File: config.mk
export PLATFORM = sky130hd
export DESIGN_NAME = casb_bank
export DESIGN_NICKNAME = d
export VERILOG_FILES = /design/src/casb_pkg.sv /design/src/casb_agent.sv /design/src/casb_bank.sv
export SDC_FILE = /design/constraint.sdc
export NUM_CORES = 1
export LEC_CHECK = 0
export BUFFER_PORTS_ARGS = -buffer_cell sky130_fd_sc_hd__buf_4
export CAP_MARGIN = 20
export CORE_UTILIZATION = 40
export CTS_CLUSTER_SIZE = 16
export DETAILED_ROUTE_END_ITERATION = 12
export MAX_ROUTING_LAYER = met4
export PLACE_DENSITY = 0.75
export RECOVER_POWER = 100
export SYNTH_ARGS = -nofsm -noshare
export SYNTH_HDL_FRONTEND = slang
export SYNTH_HIERARCHICAL = 1
export SYNTH_SLANG_ARGS = --single-unit
File: constraint.sdc
create_clock -name sys_clk_i -period 4.3 [get_ports sys_clk_i]
set_input_delay 0.86 -clock sys_clk_i [delete_from_list [all_inputs] [get_ports sys_clk_i]]
set_output_delay 0.86 -clock sys_clk_i [all_outputs]
set_load 0.02 [all_outputs]
File: src/casb_pkg.sv
/*
 * Package for the command agent status bank: register offsets, agent field
 * layout, state encodings and interrupt status width.
 * Assumes a 32-bit register port with one-cycle read latency.
 */
package casb_pkg;
   localparam int          CASB_NUM_AGENTS   = 4;
   localparam int          CASB_GROUP_W      = 8;
   localparam logic [7:0]  CASB_ADDR_CTRL    = 8'h50;
   localparam logic [7:0]  CASB_ADDR_STATUS  = 8'h5c;
   localparam logic [7:0]  CASB_ADDR_IRQ_ST  = 8'h80;
   localparam logic [7:0]  CASB_ADDR_IRQ_MSK = 8'h84;
   localparam logic [31:0] CASB_STATUS_RST   = 32'h0000_0000;
   localparam logic [31:0] CASB_CTRL_RST     = 32'h0000_0000;
   localparam logic [7:0]  CASB_IRQ_RST      = 8'h00;
   // Field positions inside an agent group
   localparam int          CASB_F_STATE_LO   = 0;
   localparam int          CASB_F_DOORBELL   = 2;
   localparam int          CASB_F_UNSOL      = 3;
   localparam int          CASB_F_DEAD       = 4;
   localparam int          CASB_F_RSTSTATE   = 5;
   localparam int          CASB_F_DBCLR      = 6;
   localparam int          CASB_F_USCLR      = 7;
   // Agent control register fields
   localparam int          CASB_C_SEL_LO     = 0;
   localparam int          CASB_C_AUTOCLR    = 11;
   // tLabel pattern for automatic clear
   localparam logic [2:0]  CASB_TL_PREFIX    = 3'h7;
   localparam int          CASB_IRQ_W        = 8;

   typedef enum logic [1:0]
   {
      CASB_ST_RESET     = 2'b00,
      CASB_ST_ACTIVE    = 2'b01,
      CASB_ST_SUSPENDED = 2'b10,
      CASB_ST_DEAD      = 2'b11
   } casb_state_type;
endpackage

File: src/casb_agent.sv
/*
 * One command block agent: state field, doorbell and unsolicited-enable flags.
 * Assumes single-cycle pulse inputs on the system clock and a synchronous
 * bus-reset pulse.
 */
`timescale 1ns/1ps
module casb_agent
   import casb_pkg::*;
(
   input  wire logic           sys_clk_i,
   input  wire logic           rst_n_i,
   input  wire logic           bus_reset_i,
   input  wire logic           doorbell_wr_i,
   input  wire logic           unsol_wr_i,
   input  wire logic           auto_clear_i,
   input  wire logic           force_dead_i,
   input  wire logic           force_reset_state_i,
   input  wire logic           doorbell_flag_clear_i,
   input  wire logic           unsol_flag_clear_i,
   input  wire logic           state_valid_i,
   input  wire casb_state_type state_i,
   output casb_state_type      agent_state_o,
   output logic                doorbell_flag_o,
   output logic                unsol_enable_flag_o
);
   casb_state_type state_q;
   logic           doorbell_q;
   logic           unsol_q;

   // State field updates
   always_ff @(posedge sys_clk_i or negedge rst_n_i)
   begin
      if (!rst_n_i)
         state_q <= CASB_ST_RESET;
      else if (bus_reset_i)
         state_q <= CASB_ST_RESET;
      else if (force_dead_i)
         state_q <= CASB_ST_DEAD;
      else if (force_reset_state_i)
         state_q <= CASB_ST_RESET;
      else if (state_valid_i)
         state_q <= state_i;
   end

   // Doorbell flag: set wins over clear
   always_ff @(posedge sys_clk_i or negedge rst_n_i)
   begin
      if (!rst_n_i)
         doorbell_q <= 1'b0;
      else if (bus_reset_i)
         doorbell_q <= 1'b0;
      else if (doorbell_wr_i)
         doorbell_q <= 1'b1;
      else if (doorbell_flag_clear_i)
         doorbell_q <= 1'b0;
   end

   // Unsolicited-enable flag: set wins over clear
   always_ff @(posedge sys_clk_i or negedge rst_n_i)
   begin
      if (!rst_n_i)
         unsol_q <= 1'b0;
      else if (bus_reset_i)
         unsol_q <= 1'b0;
      else if (unsol_wr_i)
         unsol_q <= 1'b1;
      else if (unsol_flag_clear_i || auto_clear_i)
         unsol_q <= 1'b0;
   end

   assign agent_state_o       = state_q;
   assign doorbell_flag_o     = doorbell_q;
   assign unsol_enable_flag_o = unsol_q;
endmodule

File: src/casb_bank.sv
/*
 * Agent status register bank for four command block agents, with agent
 * control bits and a masked interrupt on doorbell and unsolicited-enable events.
 * Assumes a simple strobe register port and event pulses on sys_clk_i.
 */
// Design decision made here: the address-and-strobe port.
`timescale 1ns/1ps

module casb_bank
   import casb_pkg::*;
#(
   parameter int NUM_AGENTS = CASB_NUM_AGENTS
)
(
   input  wire logic        sys_clk_i,
   input  wire logic        resetn_i,
   input  wire logic [7:0]  addr_i,
   input  wire logic [31:0] wdata_i,
   input  wire logic        wr_i,
   input  wire logic        rd_i,
   output logic [31:0]      rdata_o,
   input  wire logic        bus_reset_i,
   input  wire logic [3:0]  doorbell_wr_i,
   input  wire logic [3:0]  unsol_wr_i,
   input  wire logic        tx_done_i,
   input  wire logic [5:0]  tx_tlabel_i,
   input  wire logic [3:0]  state_valid_i,
   input  wire logic [7:0]  state_i,
   output logic             irq_o
);
   logic [1:0]                 rst_sync_q;
   logic                       rst_n;
   logic [31:0]                ctrl_q;
   logic [31:0]                rdata_q;
   logic [CASB_IRQ_W-1:0]      irq_st_q;
   logic [CASB_IRQ_W-1:0]      irq_msk_q;
   logic                       irq_q;
   logic                       wr_status;
   logic                       rd_irq;
   logic [31:0]                status;
   logic [NUM_AGENTS-1:0]      db_flag;
   logic [NUM_AGENTS-1:0]      us_flag;
   logic [NUM_AGENTS-1:0]      auto_clr;
   logic [CASB_IRQ_W-1:0]      irq_ev;
   logic [1:0]                 sel;

   // Reset release through two flip-flops
   always_ff @(posedge sys_clk_i or negedge resetn_i)
   begin
      if (!resetn_i)
         rst_sync_q <= 2'b00;
      else
         rst_sync_q <= {rst_sync_q[0], 1'b1};
   end
   assign rst_n = rst_sync_q[1];

   assign wr_status = wr_i && (addr_i == CASB_ADDR_STATUS);
   assign rd_irq    = rd_i && (addr_i == CASB_ADDR_IRQ_ST);
   assign sel       = ctrl_q[CASB_C_SEL_LO +: 2];

   // Agent control register
   always_ff @(posedge sys_clk_i or negedge rst_n)
   begin
      if (!rst_n)
         ctrl_q <= CASB_CTRL_RST;
      else if (wr_i && addr_i == CASB_ADDR_CTRL)
         ctrl_q <= wdata_i;
   end

   genvar g;
   generate
      for (g = 0; g < NUM_AGENTS; g++)
      begin : g_agent
         casb_state_type st;
         // Auto clear on matching tLabel when enabled
         assign auto_clr[g] = ctrl_q[CASB_C_AUTOCLR] && tx_done_i
                            && tx_tlabel_i[5:3] == CASB_TL_PREFIX
                            && tx_tlabel_i[2:1] == sel && sel == 2'(g);
         casb_agent u_agent
         (
            .sys_clk_i             (sys_clk_i),
            .rst_n_i               (rst_n),
            .bus_reset_i           (bus_reset_i),
            .doorbell_wr_i         (doorbell_wr_i[g]),
            .unsol_wr_i            (unsol_wr_i[g]),
            .auto_clear_i          (auto_clr[g]),
            .force_dead_i          (wr_status && wdata_i[g*CASB_GROUP_W+CASB_F_DEAD]),
            .force_reset_state_i   (wr_status && wdata_i[g*CASB_GROUP_W+CASB_F_RSTSTATE]),
            .doorbell_flag_clear_i (wr_status && wdata_i[g*CASB_GROUP_W+CASB_F_DBCLR]),
            .unsol_flag_clear_i    (wr_status && wdata_i[g*CASB_GROUP_W+CASB_F_USCLR]),
            .state_valid_i         (state_valid_i[g]),
            .state_i               (casb_state_type'(state_i[2*g +: 2])),
            .agent_state_o         (st),
            .doorbell_flag_o       (db_flag[g]),
            .unsol_enable_flag_o   (us_flag[g])
         );
         // Control bits read zero since they self-clear
         assign status[g*CASB_GROUP_W +: CASB_GROUP_W] =
            {4'h0, us_flag[g], db_flag[g], st};
      end
   endgenerate

   // Events: doorbell sets in low nibble, unsol sets in high nibble
   assign irq_ev = {unsol_wr_i, doorbell_wr_i};

   // Sticky status: set wins over read clear
   always_ff @(posedge sys_clk_i or negedge rst_n)
   begin
      if (!rst_n)
         irq_st_q <= CASB_IRQ_RST;
      else if (rd_irq)
         irq_st_q <= irq_ev;
      else
         irq_st_q <= irq_st_q | irq_ev;
   end

   always_ff @(posedge sys_clk_i or negedge rst_n)
   begin
      if (!rst_n)
         irq_msk_q <= CASB_IRQ_RST;
      else if (wr_i && addr_i == CASB_ADDR_IRQ_MSK)
         irq_msk_q <= wdata_i[CASB_IRQ_W-1:0];
   end

   always_ff @(posedge sys_clk_i or negedge rst_n)
   begin
      if (!rst_n)
         irq_q <= 1'b0;
      else
         irq_q <= |(irq_st_q & irq_msk_q);
   end

   // Read data one cycle after the strobe, zero otherwise
   always_ff @(posedge sys_clk_i or negedge rst_n)
   begin
      if (!rst_n)
         rdata_q <= CASB_STATUS_RST;
      else if (!rd_i)
         rdata_q <= CASB_STATUS_RST;
      else
      begin
         unique case (addr_i)
            CASB_ADDR_CTRL:    rdata_q <= ctrl_q;
            CASB_ADDR_STATUS:  rdata_q <= status;
            CASB_ADDR_IRQ_ST:  rdata_q <= {24'h0, irq_st_q};
            CASB_ADDR_IRQ_MSK: rdata_q <= {24'h0, irq_msk_q};
            default:           rdata_q <= CASB_STATUS_RST;
         endcase
      end
   end

   assign rdata_o = rdata_q;
   assign irq_o   = irq_q;

   property p_doorbell_set;
      @(posedge sys_clk_i) disable iff (!rst_n)
      (doorbell_wr_i[0] && !bus_reset_i) |=> db_flag[0];
   endproperty
   a_doorbell_set: assert property (p_doorbell_set) else $error("doorbell not set");

   property p_doorbell_clr;
      @(posedge sys_clk_i) disable iff (!rst_n)
      (wr_status && wdata_i[CASB_F_DBCLR] && !doorbell_wr_i[0]) |=> !db_flag[0];
   endproperty
   a_doorbell_clr: assert property (p_doorbell_clr) else $error("doorbell not cleared");

   property p_unsol_set;
      @(posedge sys_clk_i) disable iff (!rst_n)
      (unsol_wr_i[1] && !bus_reset_i) |=> us_flag[1];
   endproperty
   a_unsol_set: assert property (p_unsol_set) else $error("unsol not set");

   property p_unsol_clr;
      @(posedge sys_clk_i) disable iff (!rst_n)
      (wr_status && wdata_i[CASB_F_USCLR] && !unsol_wr_i[0]) |=> !us_flag[0];
   endproperty
   a_unsol_clr: assert property (p_unsol_clr) else $error("unsol not cleared");

   property p_auto_off;
      @(posedge sys_clk_i) disable iff (!rst_n)
      (!ctrl_q[CASB_C_AUTOCLR] && !bus_reset_i && !wr_status && us_flag[0]) |=> us_flag[0];
   endproperty
   a_auto_off: assert property (p_auto_off) else $error("unsol lost with auto clear off");

   property p_auto_on;
      @(posedge sys_clk_i) disable iff (!rst_n)
      (ctrl_q[CASB_C_AUTOCLR] && tx_done_i && tx_tlabel_i == 6'h38 && sel == 2'b00 && !unsol_wr_i[0])
      |=> !us_flag[0];
   endproperty
   a_auto_on: assert property (p_auto_on) else $error("auto clear missed");

   property p_dead;
      @(posedge sys_clk_i) disable iff (!rst_n)
      (wr_status && wdata_i[CASB_F_DEAD] && !bus_reset_i) |=> status[1:0] == CASB_ST_DEAD;
   endproperty
   a_dead: assert property (p_dead) else $error("force dead failed");

   property p_busreset;
      @(posedge sys_clk_i) disable iff (!rst_n)
      bus_reset_i |=> status == CASB_STATUS_RST;
   endproperty
   a_busreset: assert property (p_busreset) else $error("bus reset did not clear");

   property p_selfclr;
      @(posedge sys_clk_i) disable iff (!rst_n)
      (wr_status && !bus_reset_i && !doorbell_wr_i[0] && !unsol_wr_i[0] && !state_valid_i[0] && !auto_clr[0]
       && wdata_i[CASB_F_DEAD +: 4] == 4'h0) |=> $stable(status[CASB_GROUP_W-1:0]);
   endproperty
   a_selfclr: assert property (p_selfclr) else $error("read-only bits changed by a write");

   property p_doorbell_set_all;
      @(posedge sys_clk_i) disable iff (!rst_n)
      !bus_reset_i |=> (db_flag & $past(doorbell_wr_i)) == $past(doorbell_wr_i);
   endproperty
   a_doorbell_set_all: assert property (p_doorbell_set_all) else $error("doorbell not set for an agent");

   property p_unsol_set_all;
      @(posedge sys_clk_i) disable iff (!rst_n)
      !bus_reset_i |=> (us_flag & $past(unsol_wr_i)) == $past(unsol_wr_i);
   endproperty
   a_unsol_set_all: assert property (p_unsol_set_all) else $error("unsol not set for an agent");

   property p_state_load;
      @(posedge sys_clk_i) disable iff (!rst_n)
      (state_valid_i[2] && !bus_reset_i && !wr_status) |=> status[2*CASB_GROUP_W +: 2] == $past(state_i[5:4]);
   endproperty
   a_state_load: assert property (p_state_load) else $error("state load lost");

   property p_force_reset;
      @(posedge sys_clk_i) disable iff (!rst_n)
      (wr_status && wdata_i[CASB_F_RSTSTATE] && !wdata_i[CASB_F_DEAD] && !bus_reset_i) |=> status[1:0] == CASB_ST_RESET;
   endproperty
   a_force_reset: assert property (p_force_reset) else $error("force reset failed");

   property p_dead_last;
      @(posedge sys_clk_i) disable iff (!rst_n)
      (wr_status && wdata_i[3*CASB_GROUP_W+CASB_F_DEAD] && !bus_reset_i) |=> status[3*CASB_GROUP_W +: 2] == CASB_ST_DEAD;
   endproperty
   a_dead_last: assert property (p_dead_last) else $error("force dead failed on last agent");

   property p_auto_other;
      @(posedge sys_clk_i) disable iff (!rst_n)
      (ctrl_q[CASB_C_AUTOCLR] && tx_done_i && sel != 2'b01 && !bus_reset_i && !wr_status && us_flag[1]) |=> us_flag[1];
   endproperty
   a_auto_other: assert property (p_auto_other) else $error("auto clear hit an unselected agent");

   property p_auto_agent2;
      @(posedge sys_clk_i) disable iff (!rst_n)
      (ctrl_q[CASB_C_AUTOCLR] && tx_done_i && tx_tlabel_i[5:1] == {CASB_TL_PREFIX, 2'b10} && sel == 2'b10
       && !unsol_wr_i[2]) |=> !us_flag[2];
   endproperty
   a_auto_agent2: assert property (p_auto_agent2) else $error("auto clear missed on agent 2");

   property p_auto_prefix;
      @(posedge sys_clk_i) disable iff (!rst_n)
      (tx_tlabel_i[5:3] != CASB_TL_PREFIX && !bus_reset_i && !wr_status && us_flag[2]) |=> us_flag[2];
   endproperty
   a_auto_prefix: assert property (p_auto_prefix) else $error("unsol cleared by foreign label");

   property p_auto_off_agent2;
      @(posedge sys_clk_i) disable iff (!rst_n)
      (!ctrl_q[CASB_C_AUTOCLR] && tx_done_i && !bus_reset_i && !wr_status && us_flag[2]) |=> us_flag[2];
   endproperty
   a_auto_off_agent2: assert property (p_auto_off_agent2) else $error("unsol cleared with auto clear off");

   property p_doorbell_hold;
      @(posedge sys_clk_i) disable iff (!rst_n)
      (db_flag[3] && !bus_reset_i && !(wr_status && wdata_i[3*CASB_GROUP_W+CASB_F_DBCLR])) |=> db_flag[3];
   endproperty
   a_doorbell_hold: assert property (p_doorbell_hold) else $error("doorbell lost without clear");

   property p_unsol_clr_agent2;
      @(posedge sys_clk_i) disable iff (!rst_n)
      (wr_status && wdata_i[2*CASB_GROUP_W+CASB_F_USCLR] && !unsol_wr_i[2]) |=> !us_flag[2];
   endproperty
   a_unsol_clr_agent2: assert property (p_unsol_clr_agent2) else $error("unsol not cleared on agent 2");

   property p_unsol_hold;
      @(posedge sys_clk_i) disable iff (!rst_n)
      (us_flag[3] && !bus_reset_i && !auto_clr[3] && !(wr_status && wdata_i[3*CASB_GROUP_W+CASB_F_USCLR]))
      |=> us_flag[3];
   endproperty
   a_unsol_hold: assert property (p_unsol_hold) else $error("unsol lost without clear");

   property p_state_hold;
      @(posedge sys_clk_i) disable iff (!rst_n)
      (!bus_reset_i && !wr_status && !state_valid_i[1]) |=> $stable(status[CASB_GROUP_W +: 2]);
   endproperty
   a_state_hold: assert property (p_state_hold) else $error("state changed with no cause");

   property p_ctrl_keep;
      @(posedge sys_clk_i) disable iff (!rst_n)
      (bus_reset_i && !(wr_i && addr_i == CASB_ADDR_CTRL)) |=> $stable(ctrl_q);
   endproperty
   a_ctrl_keep: assert property (p_ctrl_keep) else $error("control changed by bus reset");

   property p_ctrl_write;
      @(posedge sys_clk_i) disable iff (!rst_n)
      (wr_i && addr_i == CASB_ADDR_CTRL) |=> sel == $past(wdata_i[1:0]);
   endproperty
   a_ctrl_write: assert property (p_ctrl_write) else $error("agent select not written");

   property p_status_read;
      @(posedge sys_clk_i) disable iff (!rst_n)
      (rd_i && addr_i == CASB_ADDR_STATUS) |=> rdata_o == $past(status);
   endproperty
   a_status_read: assert property (p_status_read) else $error("status read data wrong");

   property p_ctrl_read;
      @(posedge sys_clk_i) disable iff (!rst_n)
      (rd_i && addr_i == CASB_ADDR_CTRL) |=> rdata_o == $past(ctrl_q);
   endproperty
   a_ctrl_read: assert property (p_ctrl_read) else $error("control read data wrong");

   property p_unmapped_read;
      @(posedge sys_clk_i) disable iff (!rst_n)
      (rd_i && addr_i != CASB_ADDR_CTRL && addr_i != CASB_ADDR_STATUS && addr_i != CASB_ADDR_IRQ_ST
       && addr_i != CASB_ADDR_IRQ_MSK) |=> rdata_o == CASB_STATUS_RST;
   endproperty
   a_unmapped_read: assert property (p_unmapped_read) else $error("unmapped read not zero");

   property p_irq_doorbell;
      @(posedge sys_clk_i) disable iff (!rst_n)
      doorbell_wr_i[0] |=> irq_st_q[0];
   endproperty
   a_irq_doorbell: assert property (p_irq_doorbell) else $error("doorbell event lost");

   property p_irq_unsol;
      @(posedge sys_clk_i) disable iff (!rst_n)
      unsol_wr_i[3] |=> irq_st_q[CASB_NUM_AGENTS+3];
   endproperty
   a_irq_unsol: assert property (p_irq_unsol) else $error("unsol event lost");

   property p_irq_rdclr;
      @(posedge sys_clk_i) disable iff (!rst_n)
      (rd_irq && irq_ev == '0) |=> irq_st_q == CASB_IRQ_RST;
   endproperty
   a_irq_rdclr: assert property (p_irq_rdclr) else $error("event status not cleared by read");
endmodule

==> flow_metrics.env, run 1 <==
export IMPL_run_status="finished, violations left"
export IMPL_failed_checks="capacitance limit, slew limit"
export IMPL_clock_sinks=99
export IMPL_hp_class="input pin to async pin"
export IMPL_startpoint_type="input pin"
export IMPL_powerDensity_nw_per_um2=339
export IMPL_first_global_vias=3112
export IMPL_vias_per_cell=5.18
export IMPL_grt_overflow=0
export IMPL_slowest_delay_ns=0.64
export IMPL_finalHoldViolCount=0
export IMPL_grt_pass1_wl_microns=16500
export IMPL_coreArea_sq_um=10300
export IMPL_crit_arrival_ns=3.34
export IMPL_area_delta_synth_final_pct=19.3
export IMPL_ir_drop_mv=0.219
export IMPL_synthCells=319
export IMPL_die_w_microns=105
export IMPL_fin_crit_ns=3.10
export IMPL_fin_ws_ns=1.20
export IMPL_yosysMostFrequentCell="dfrtp_1"
export IMPL_nets=493
export IMPL_drv_slew=63
export IMPL_period_share_pct=72.1
export IMPL_leakagePower_nw=2.43
export IMPL_via_count=2913
export IMPL_drive_above_1_share_pct=23.7
export IMPL_p_total_mw=1.70
export IMPL_post_cts_resized=0
export IMPL_fmax_ghz=0.323
export IMPL_ant_nets=0
export IMPL_crit_path_start="addr_i[3]"
export IMPL_top_layer="met4"
export IMPL_fp_row_count=37
export IMPL_clkSlewWorstSetupHoldPaths_ns=0.10
export IMPL_place_hpwl_microns=6730
export IMPL_synthArstFlopShare_pct=100
export IMPL_wl_met3_microns=498
export IMPL_gp_congestion=0.787
export IMPL_yosys_warnings=6
export IMPL_drt_initial_drc_count=100
export IMPL_fin_setup_tns_ns=0
export IMPL_dpl_worst_slack_ns=1.17
export IMPL_antenna_cells=0
export IMPL_path_cells="clkbuf_1 -> nor4_4 -> and2_1 -> buf_4 -> nand2_2 -> mux2_1"
export IMPL_antenna_found_initial=0
export IMPL_synth_seq_cells=99
export IMPL_numPortBuffers=103
export IMPL_yosysUniqueCellTypes=36
export IMPL_synth_top_area_share_pct=58.8
export IMPL_crit_path_end_kind="register"
export IMPL_die_area_sq_um=10900
export IMPL_placed_area_sq_um=5090
export IMPL_num_io_pins=105
export IMPL_crit_buf_inv=2
export IMPL_holdBufCountCts=0
export IMPL_crit_reg2reg_launch="rst_sync_q[1]"
export IMPL_met1_length_microns=4630
export IMPL_cts_htree_levels=3
export IMPL_post_drt_wl_per_cell_microns=17.8
export IMPL_worstMarginPinSlew_ns=2.39
export IMPL_synth_area_top_cells="dfrtp_1 (59%), mux2_4 (11%), a22oi_1 (3.6%), mux2_2 (2.7%), and2_1 (2.5%)"
export IMPL_rsz0062_at_grt="no"
export IMPL_start_util_pct=41.0
export IMPL_wl_met2_microns=4730
export IMPL_routed_wl_microns=9990
export IMPL_synth_enable_flop_cells=0
export IMPL_clkLatencyLatePin_ns=0.36
export IMPL_slowest_stage="nor4_4"
export IMPL_seq_area_frac_synth_pct=58.8
export IMPL_cts_tree="yes"
export IMPL_root_buffer="clkbuf_8"
export IMPL_cts_made_buffers=9
export IMPL_ys_flop_type="dfrtp_1"
export IMPL_crit_required_ns=4.54
export IMPL_setup_viol=0
export IMPL_post_route_drc_count=0
export IMPL_max_slew_margin_rel_pct=-59.4
export IMPL_crit_path_max_fanout=32
export IMPL_post_route_util_pct=48.9
export IMPL_dieHeight_microns=105
export IMPL_reg2reg_slack_ns=1.36
export IMPL_syn_area_sq_um=4210
export IMPL_grt_max_degree=63
export IMPL_avgSynthCellArea_sq_um=13.2
export IMPL_synth_area_leader_cell="dfrtp_1"
export IMPL_fin_worst_skew_ns=0.0113
export IMPL_final_cell_area_sq_um=5020
export IMPL_first_pass_iters=4
export IMPL_cts_setup_buffers=0
export IMPL_max_cap_violations=1
export IMPL_setup_worst_path_class="input pin to register"
export IMPL_grtUsageTotal_pct=19.9
export IMPL_synthTopCellsByCount="dfrtp_1 (99), mux2_4 (30), nor2_1 (25)"
export IMPL_syn_nets=391
export IMPL_path_delay_family="simple AND/OR/NAND/NOR gates"
export IMPL_cts_buffer_depth=2
==> logic make-up (layout without fill, tap and decap cells) <==
| kind of cell | Yosys count | in the layout | synth area share [%] |
|---|---|---|---|
| AND/OR/NAND/NOR | 88 | 88 | 12.3 |
| buffers and inverters | 25 | 132 | 3.15 |
| multiplexers | 48 | 48 | 15.3 |
| flip-flops | 99 | 99 | 58.8 |
| AO/OA/AOI/OAI | 58 | 58 | 10.4 |
| other | 1 | 1 | 0.0890 |
==> layout make-up <==
cell class | count | area (sq um)
fill | 999 | 5250
sequential | 99 | 2480
multi-input combinational | 195 | 1490
timing repair buffer | 107 | 662
tap | 136 | 170
clock buffer | 10 | 138
clock inverter | 6 | 56.3
inverter | 9 | 33.8
==> cells in the final DEF (no fill, tap or decap), types with 9 or more instances in the layout <==
cell type	n
mux2_1	28
inv_1	9
dfrtp_1	99
clkbuf_1	37
a22oi_1	20
nor2_1	25
and3_1	13
clkbuf_8	10
mux2_2	10
buf_4	68
and2_1	10
==> metrics by stage <==
| stage | hold WS [ns] | cells |
|---|---|---|
| 4_1_cts | 0.237 | 562 |
| 2_1_floorplan | 0.331 | 319 |
| 3_3_place_gp | 0.339 | 546 |
| 5_1_grt | 0.238 | 562 |
| 3_5_place_dp | 0.350 | 546 |
| 6_report | 0.257 | 562 |
==> registers in the layout, summed over array words and instances, names as in the netlist <==
name / flops
ctrl_q: 32
rdata_o: 32
g_agent.u_agent/agent_state_o: 8
irq_msk_q: 8
irq_st_q: 8
g_agent.u_agent/doorbell_flag_o: 4
g_agent.u_agent/unsol_enable_flag_o: 4
rst_sync_q: 2
irq_o: 1
==> path summary, 6_finish.rpt <==
check,cells after the start,end
min in group sys_clk_i,0,rst_sync_q[1]
min,1,rst_sync_q[0]
max,6,ctrl_q[9]
max in group asynchronous,1,g_agent[3].u_agent/unsol_enable_flag_o
min reg2reg,0,rst_sync_q[1]
max reg2reg,1,g_agent[3].u_agent/unsol_enable_flag_o
==> per-layer routing <==
layer	global-route usage (%)	vias up
li1	-	1342
met1	26.2	1469
met2	31.7	91
met3	4.30	11
met4	4.63	0
met5	-	-
==> where the power goes <==
| group | total, mW | internal [mW] | switching, mW |
|---|---|---|---|
| combinational | 0.128 | 0.0699 | 0.0578 |
| clock | 0.586 | 0.240 | 0.346 |
| sequential | 0.989 | 0.961 | 0.0284 |
| total | 1.70 | 1.27 | 0.432 |
(Power assumes the default switching activity.)
==> run 2, diff against run 1 <==
PLACE_DENSITY = 0.77   (was 0.75)
clock period = 2.8 ns   (was 4.3 ns; I/O delays follow)
==> run 2 against run 1 <==
  * Sequential cell count unchanged
  * Critical path depth increased by 2
  * Hold slack improved by 0.11 ns
  * Combinational power increased by 56%
  * Total power increased by 53%
  * Non-clock buffer count increased by 5
  * Die area unchanged
  * Global-route usage decreased by 0.74 points
  * Setup slack got worse by 0.67 ns
  * Count of clock-buffer cells in the layout increased by 1
  * Routed wire length decreased by 2.2%
  * The flow still finishes with violations (capacitance limit, slew limit)
  * Utilization increased by 0.073 points
==> flow_metrics.env, run 2 (synthesized netlist as in run 1, its figures left out) <==
export IMPL_drive_above_1_share_pct=22.3
export IMPL_crit_buf_inv=2
export IMPL_antenna_cells=0
export IMPL_cts_tree="yes"
export IMPL_path_delay_family="simple AND/OR/NAND/NOR gates"
export IMPL_slowest_delay_ns=0.54
export IMPL_via_count=2943
export IMPL_p_switching_uw=604
export IMPL_clock_sinks=99
export IMPL_area_delta_synth_final_pct=19.5
export IMPL_cts_buffer_depth=2
export IMPL_fin_worst_skew_ns=0.0106
export IMPL_cts_htree_levels=3
export IMPL_cts_made_buffers=9
export IMPL_gr_usage_met2_pct=30.7
export IMPL_run_status="finished, violations left"
export IMPL_grt_overflow=0
export IMPL_crit_path_end_kind="register"
export IMPL_post_drt_wl_per_cell_microns=17.2
export IMPL_ant_nets=0
export IMPL_finalHoldViolCount=0
export IMPL_fp_row_count=37
export IMPL_met1_usage_pct=23.2
export IMPL_mostFrequentLayoutCells="dfrtp_1 (99), buf_4 (67), clkbuf_1 (43), mux2_1 (30), nor2_1 (25)"
export IMPL_max_cap_violations=1
export IMPL_routed_wl_microns=9770
export IMPL_crit_path_max_fanout=13
export IMPL_period_share_pct=81.2
export IMPL_rsz0062_at_grt="no"
export IMPL_place_hpwl_microns=6810
export IMPL_fin_crit_ns=2.27
export IMPL_slowest_stage="clkbuf_1"
export IMPL_drv_slew=43
export IMPL_failed_checks="capacitance limit, slew limit"
export IMPL_first_pass_iters=4
export IMPL_grt_max_degree=56
export IMPL_dieHeight_microns=105
export IMPL_root_buffer="clkbuf_8"
export IMPL_first_global_vias=3065
export IMPL_vias_per_cell=5.19
export IMPL_leakagePower_nw=2.44
export IMPL_gp_congestion=0.806
export IMPL_die_area_sq_um=10900
export IMPL_numPortBuffers=103
export IMPL_start_util_pct=41.0
export IMPL_fin_setup_tns_ns=0
export IMPL_nets=498
export IMPL_setup_worst_path_class="input pin to register"
export IMPL_post_route_drc_count=0
export IMPL_clkLatencyLatePin_ns=0.36
export IMPL_crit_arrival_ns=2.52
export IMPL_whs_ns=0.363
export IMPL_clkPwrFrac_pct=34.0
export IMPL_num_io_pins=105
export IMPL_drt_initial_drc_count=156
export IMPL_powerDensity_nw_per_um2=517
export IMPL_grt_pass1_wl_microns=15600
export IMPL_antenna_found_initial=0
export IMPL_p_int_mw=2.00
export IMPL_post_cts_resized=0
export IMPL_ir_drop_mv=0.219
export IMPL_worstMarginPinSlew_ns=1.75
export IMPL_nFillCells=981
export IMPL_p_seq_share_pct=58.3
export IMPL_fmax_ghz=0.440
export IMPL_p_total_mw=2.60
export IMPL_path_cells="clkbuf_4 -> and4bb_2 -> nand2_1 -> nor2_1 -> clkbuf_1 -> and2_0 -> or3b_1 -> a21oi_1"
export IMPL_crit_required_ns=3.05
export IMPL_layout_commonest_cell="dfrtp_1"
export IMPL_swShare_pct=23.2
export IMPL_hp_class="register to register"
export IMPL_pwr_share_comb_pct=7.7
export IMPL_grt_util_met3_pct=5.74
export IMPL_max_slew_margin_rel_pct=-16.6
export IMPL_clkSlewWorstSetupHoldPaths_ns=0.09
export IMPL_startpoint_type="input pin"
export IMPL_setup_viol=0
export IMPL_grtUsageTotal_pct=19.2
export IMPL_die_w_microns=105
export IMPL_busiest_layer="met2"
export IMPL_coreArea_sq_um=10300
==> run 2: layout make-up <==
type	count	area [sq um]	area share (%)
Multi-Input combinational cell	195	1460	29.1
Clock buffer	11	131	2.61
Timing Repair Buffer	112	702	13.9
Tap cell	136	170	3.38
Clock inverter	5	53.8	1.07
Sequential cell	99	2480	49.2
Inverter	9	33.8	0.671
==> run 2: repair_timing <==
item / CTS / global route
hold buffers: 1 / 0
endpoints found under the setup margin: 0 / 0
setup buffers: 0 / 0
hold endpoints to repair: 2 / 0
==> run 2: path summary, 6_finish.rpt <==
check                              startpoint                                      to  slack, ns  cells past startpoint
worst min register to register  rst_sync_q[0]                           rst_sync_q[1]       0.36                      0
worst max-delay path                addr_i[7]  g_agent[1].u_agent/unsol_enable_flag_o       0.53                      8
max in group asynchronous       rst_sync_q[1]                             rdata_o[20]       1.02                      1
worst max register to register  rst_sync_q[1]                             rdata_o[20]       1.02                      1
worst min-delay path            rst_sync_q[0]                           rst_sync_q[1]       0.36                      0
min in group asynchronous            resetn_i                           rst_sync_q[1]       0.49                      2
==> run 2: per-stage QoR <==
| step | util (%) | setup slack, ns | cell area [sq um] | cells |
|---|---|---|---|---|
| after floorplan | - | 0.736 | 4210 | 319 |
| after global placement | 50.0 | 0.475 | 5130 | 550 |
| after detailed placement | 50.0 | 0.440 | 5130 | 550 |
| after CTS | 51.9 | 0.857 | 5330 | 567 |
| after global routing | 49.0 | 0.408 | 5030 | 567 |
| final | 49.0 | 0.526 | 5030 | 567 |
==> run 2: metal layers <==
layer  vias to the layer above  wire, microns
met1                      1474           4150
li1                       1350              -
met4                         0            172
met3                        14            526
met2                       105           4920
met5                         -              0
==> run 2: power by group through the flow <==
| stage | sequential, mW | combinational, mW | clock, mW |
|---|---|---|---|
| floorplan | 1.55 | 0.0860 | 0 |
| global placement | 1.54 | 0.220 | 0 |
| detailed placement | 1.55 | 0.227 | 0 |
| CTS | 1.52 | 0.230 | 0.908 |
| global route | 1.52 | 0.220 | 0.967 |
| finish | 1.52 | 0.200 | 0.886 |
==> run 3, diff against run 2 <==
ABC_AREA = 1   (was unset)
clock period = 2 ns   (was 2.8 ns; I/O delays follow)
==> run 3 against run 2 <==
  * Global-route usage grew 0.55 points
  * Via count grew 23%
  * Total power grew 42%
  * Final area grew 7.1%
  * The run now ends clean
  * Critical endpoint is now g_agent[3].u_agent/agent_state_o[0]
  * Clock power grew 42%
  * Sequential cell count is the same
  * Non-clock buffer count is the same
  * Hold slack lost 0.12 ns
  * Sequential power grew 39%
  * Critical path type unchanged
  * Routed wire length grew 5.5%
==> flow_metrics.env, run 3 <==
export IMPL_antenna_cells=0
export IMPL_cts_tree="yes"
export IMPL_p_total_mw=3.68
export IMPL_coreArea_sq_um=10800
export IMPL_powerDensity_nw_per_um2=684
export IMPL_area_delta_synth_final_pct=21.6
export IMPL_clkLatencyLatePin_ns=0.37
export IMPL_grtUsageTotal_pct=19.7
export IMPL_die_area_sq_um=11500
export IMPL_synth_area_top_cells="dfrtp_1 (56%), nand2_1 (13%), inv_1 (6.7%), nor2_1 (5.8%), nand3_1 (4.6%)"
export IMPL_root_buffer="clkbuf_8"
export IMPL_die_w_microns=107
export IMPL_place_hpwl_microns=7690
export IMPL_reg2reg_slack_ns=0.53
export IMPL_post_route_drc_count=0
export IMPL_mostFrequentLayoutCells="nand2_1 (156), dfrtp_1 (99), inv_1 (79), nor2_1 (71), buf_4 (69)"
export IMPL_numPortBuffers=103
export IMPL_run_status="finished clean"
export IMPL_gp_congestion=0.870
export IMPL_first_pass_iters=4
export IMPL_synthArstFlopShare_pct=100
export IMPL_seq_area_frac_synth_pct=55.9
export IMPL_max_cap_violations=0
export IMPL_fin_worst_skew_ns=0.00801
export IMPL_max_slew_margin_rel_pct=31.7
export IMPL_avgSynthCellArea_sq_um=8.28
export IMPL_antenna_found_initial=0
export IMPL_dpl_worst_slack_ns=0.0921
export IMPL_routed_wl_microns=10300
export IMPL_grt_pass1_wl_microns=16700
export IMPL_yosys_warnings=6
export IMPL_post_cts_resized=0
export IMPL_synthCells=535
export IMPL_fmax_ghz=0.610
export IMPL_synthTopCellsByCount="nand2_1 (153), dfrtp_1 (99), inv_1 (79)"
export IMPL_dieHeight_microns=107
export IMPL_clkSlewWorstSetupHoldPaths_ns=0.09
export IMPL_nFillCells=1086
export IMPL_leakagePower_nw=2.87
export IMPL_via_count=3630
export IMPL_period_share_pct=82.0
export IMPL_finalHoldViolCount=0
export IMPL_ir_drop_mv=0.275
export IMPL_crit_path_max_fanout=16
export IMPL_yosysUniqueCellTypes=25
export IMPL_synth_top_area_share_pct=55.9
export IMPL_syn_area_sq_um=4430
export IMPL_cts_htree_levels=3
export IMPL_cts_buffer_depth=2
export IMPL_grt_overflow=0
export IMPL_nets=714
export IMPL_drv_slew=0
export IMPL_syn_nets=607
export IMPL_vias_per_cell=4.62
export IMPL_first_global_vias=3558
export IMPL_crit_required_ns=2.25
export IMPL_fp_row_count=38
export IMPL_start_util_pct=40.9
export IMPL_startpoint_type="input pin"
export IMPL_synth_seq_cells=99
export IMPL_fin_crit_ns=1.64
export IMPL_drt_initial_drc_count=177
export IMPL_fin_setup_tns_ns=0
export IMPL_worstMarginPinSlew_ns=1.02
export IMPL_setup_viol=0
export IMPL_synth_enable_flop_cells=0
export IMPL_rsz0062_at_grt="no"
export IMPL_post_route_util_pct=49.7
export IMPL_crit_path_end_kind="register"
export IMPL_synth_area_leader_cell="dfrtp_1"
export IMPL_num_io_pins=105
export IMPL_fin_ws_ns=0.360
export IMPL_cts_made_buffers=9
export IMPL_drive_above_1_share_pct=15.9
export IMPL_setup_worst_path_class="input pin to register"
export IMPL_yosysMostFrequentCell="nand2_1"
export IMPL_hp_class="input pin to register"
export IMPL_whs_ns=0.240
export IMPL_crit_arrival_ns=1.89
export IMPL_layout_commonest_cell="nand2_1"
export IMPL_post_drt_wl_per_cell_microns=13.1
export IMPL_ant_nets=0
export IMPL_grt_max_degree=46
export IMPL_clock_sinks=99
export IMPL_ys_flop_type="dfrtp_1"
==> run 3: worst max-delay path: stages <==
cell and delay [ns]:
clkbuf_4 0.11, nor2_1 0.09, nand2_1 0.16, nor2_1 0.23, nand2_2 0.25, nor2_1 0.29, inv_1 0.09, nand2_1 0.06
nand2_1 0.06, nand3_1 0.08, nand2_1 0.05
==> run 3: where the power goes <==
part	leakage (nW)	switching (mW)	internal [mW]	total, mW
logic	1.52	0.160	0.144	0.304
registers	1.26	0.0506	2.07	2.12
clock network	0.0954	0.655	0.606	1.26
total	2.87	0.866	2.82	3.68
==> run 3: final timing paths <==
path,start,to,depth (start not counted)
max in group asynchronous,rst_sync_q[1],ctrl_q[21],1
min in group asynchronous,resetn_i,rst_sync_q[1],2
min reg2reg,rst_sync_q[0],rst_sync_q[1],0
min,unsol_wr_i[2],irq_st_q[6],2
max,addr_i[5],g_agent[3].u_agent/agent_state_o[0],11
max reg2reg,ctrl_q[1],g_agent[1].u_agent/unsol_enable_flag_o,8
==> run 3: logic make-up after synthesis <==
logic type,count (synthesis),synth area share (%)
simple gates,287,28.3
buf+inv,95,8.98
compound gates,53,6.72
flops,99,55.9
other cells,1,0.0846
==> run 3: layer usage <==
metal / track usage (%) / wire [microns] / vias up / part of all wire, %
met1: 25.3 / 4620 / 1685 / 45
li1: - / - / 1842 / -
met4: 7.73 / 180 / 0 / 1.7
met3: 2.91 / 496 / 14 / 4.8
met2: 31.8 / 5010 / 89 / 49
met5: - / 0 / - / 0
==> run 3: cell type report <==
| type | count | area [sq um] | area share (%) |
|---|---|---|---|
| well taps | 140 | 175 | 3.25 |
| flip-flops and latches | 99 | 2480 | 46.0 |
| repair buffers | 112 | 726 | 13.5 |
| clock buffers | 11 | 141 | 2.62 |
| multi-input cells | 341 | 1520 | 28.2 |
| clock inverters | 4 | 51.3 | 0.952 |
| inverters | 79 | 297 | 5.50 |
==> run 3: repair_timing <==
| action | CTS | global route |
|---|---|---|
| endpoints found under the hold margin | 2 | 0 |
| hold buffers | 1 | 0 |
| buffers inserted | 0 | 0 |
==> run 3: per-stage QoR <==
| step | area, sq um | std cells |
|---|---|---|
| 6_report | 5390 | 786 |
| 3_3_place_gp | 5370 | 770 |
| 5_1_grt | 5390 | 786 |
| 3_5_place_dp | 5370 | 770 |
| 2_1_floorplan | 4430 | 535 |
| 4_1_cts | 5570 | 786 |
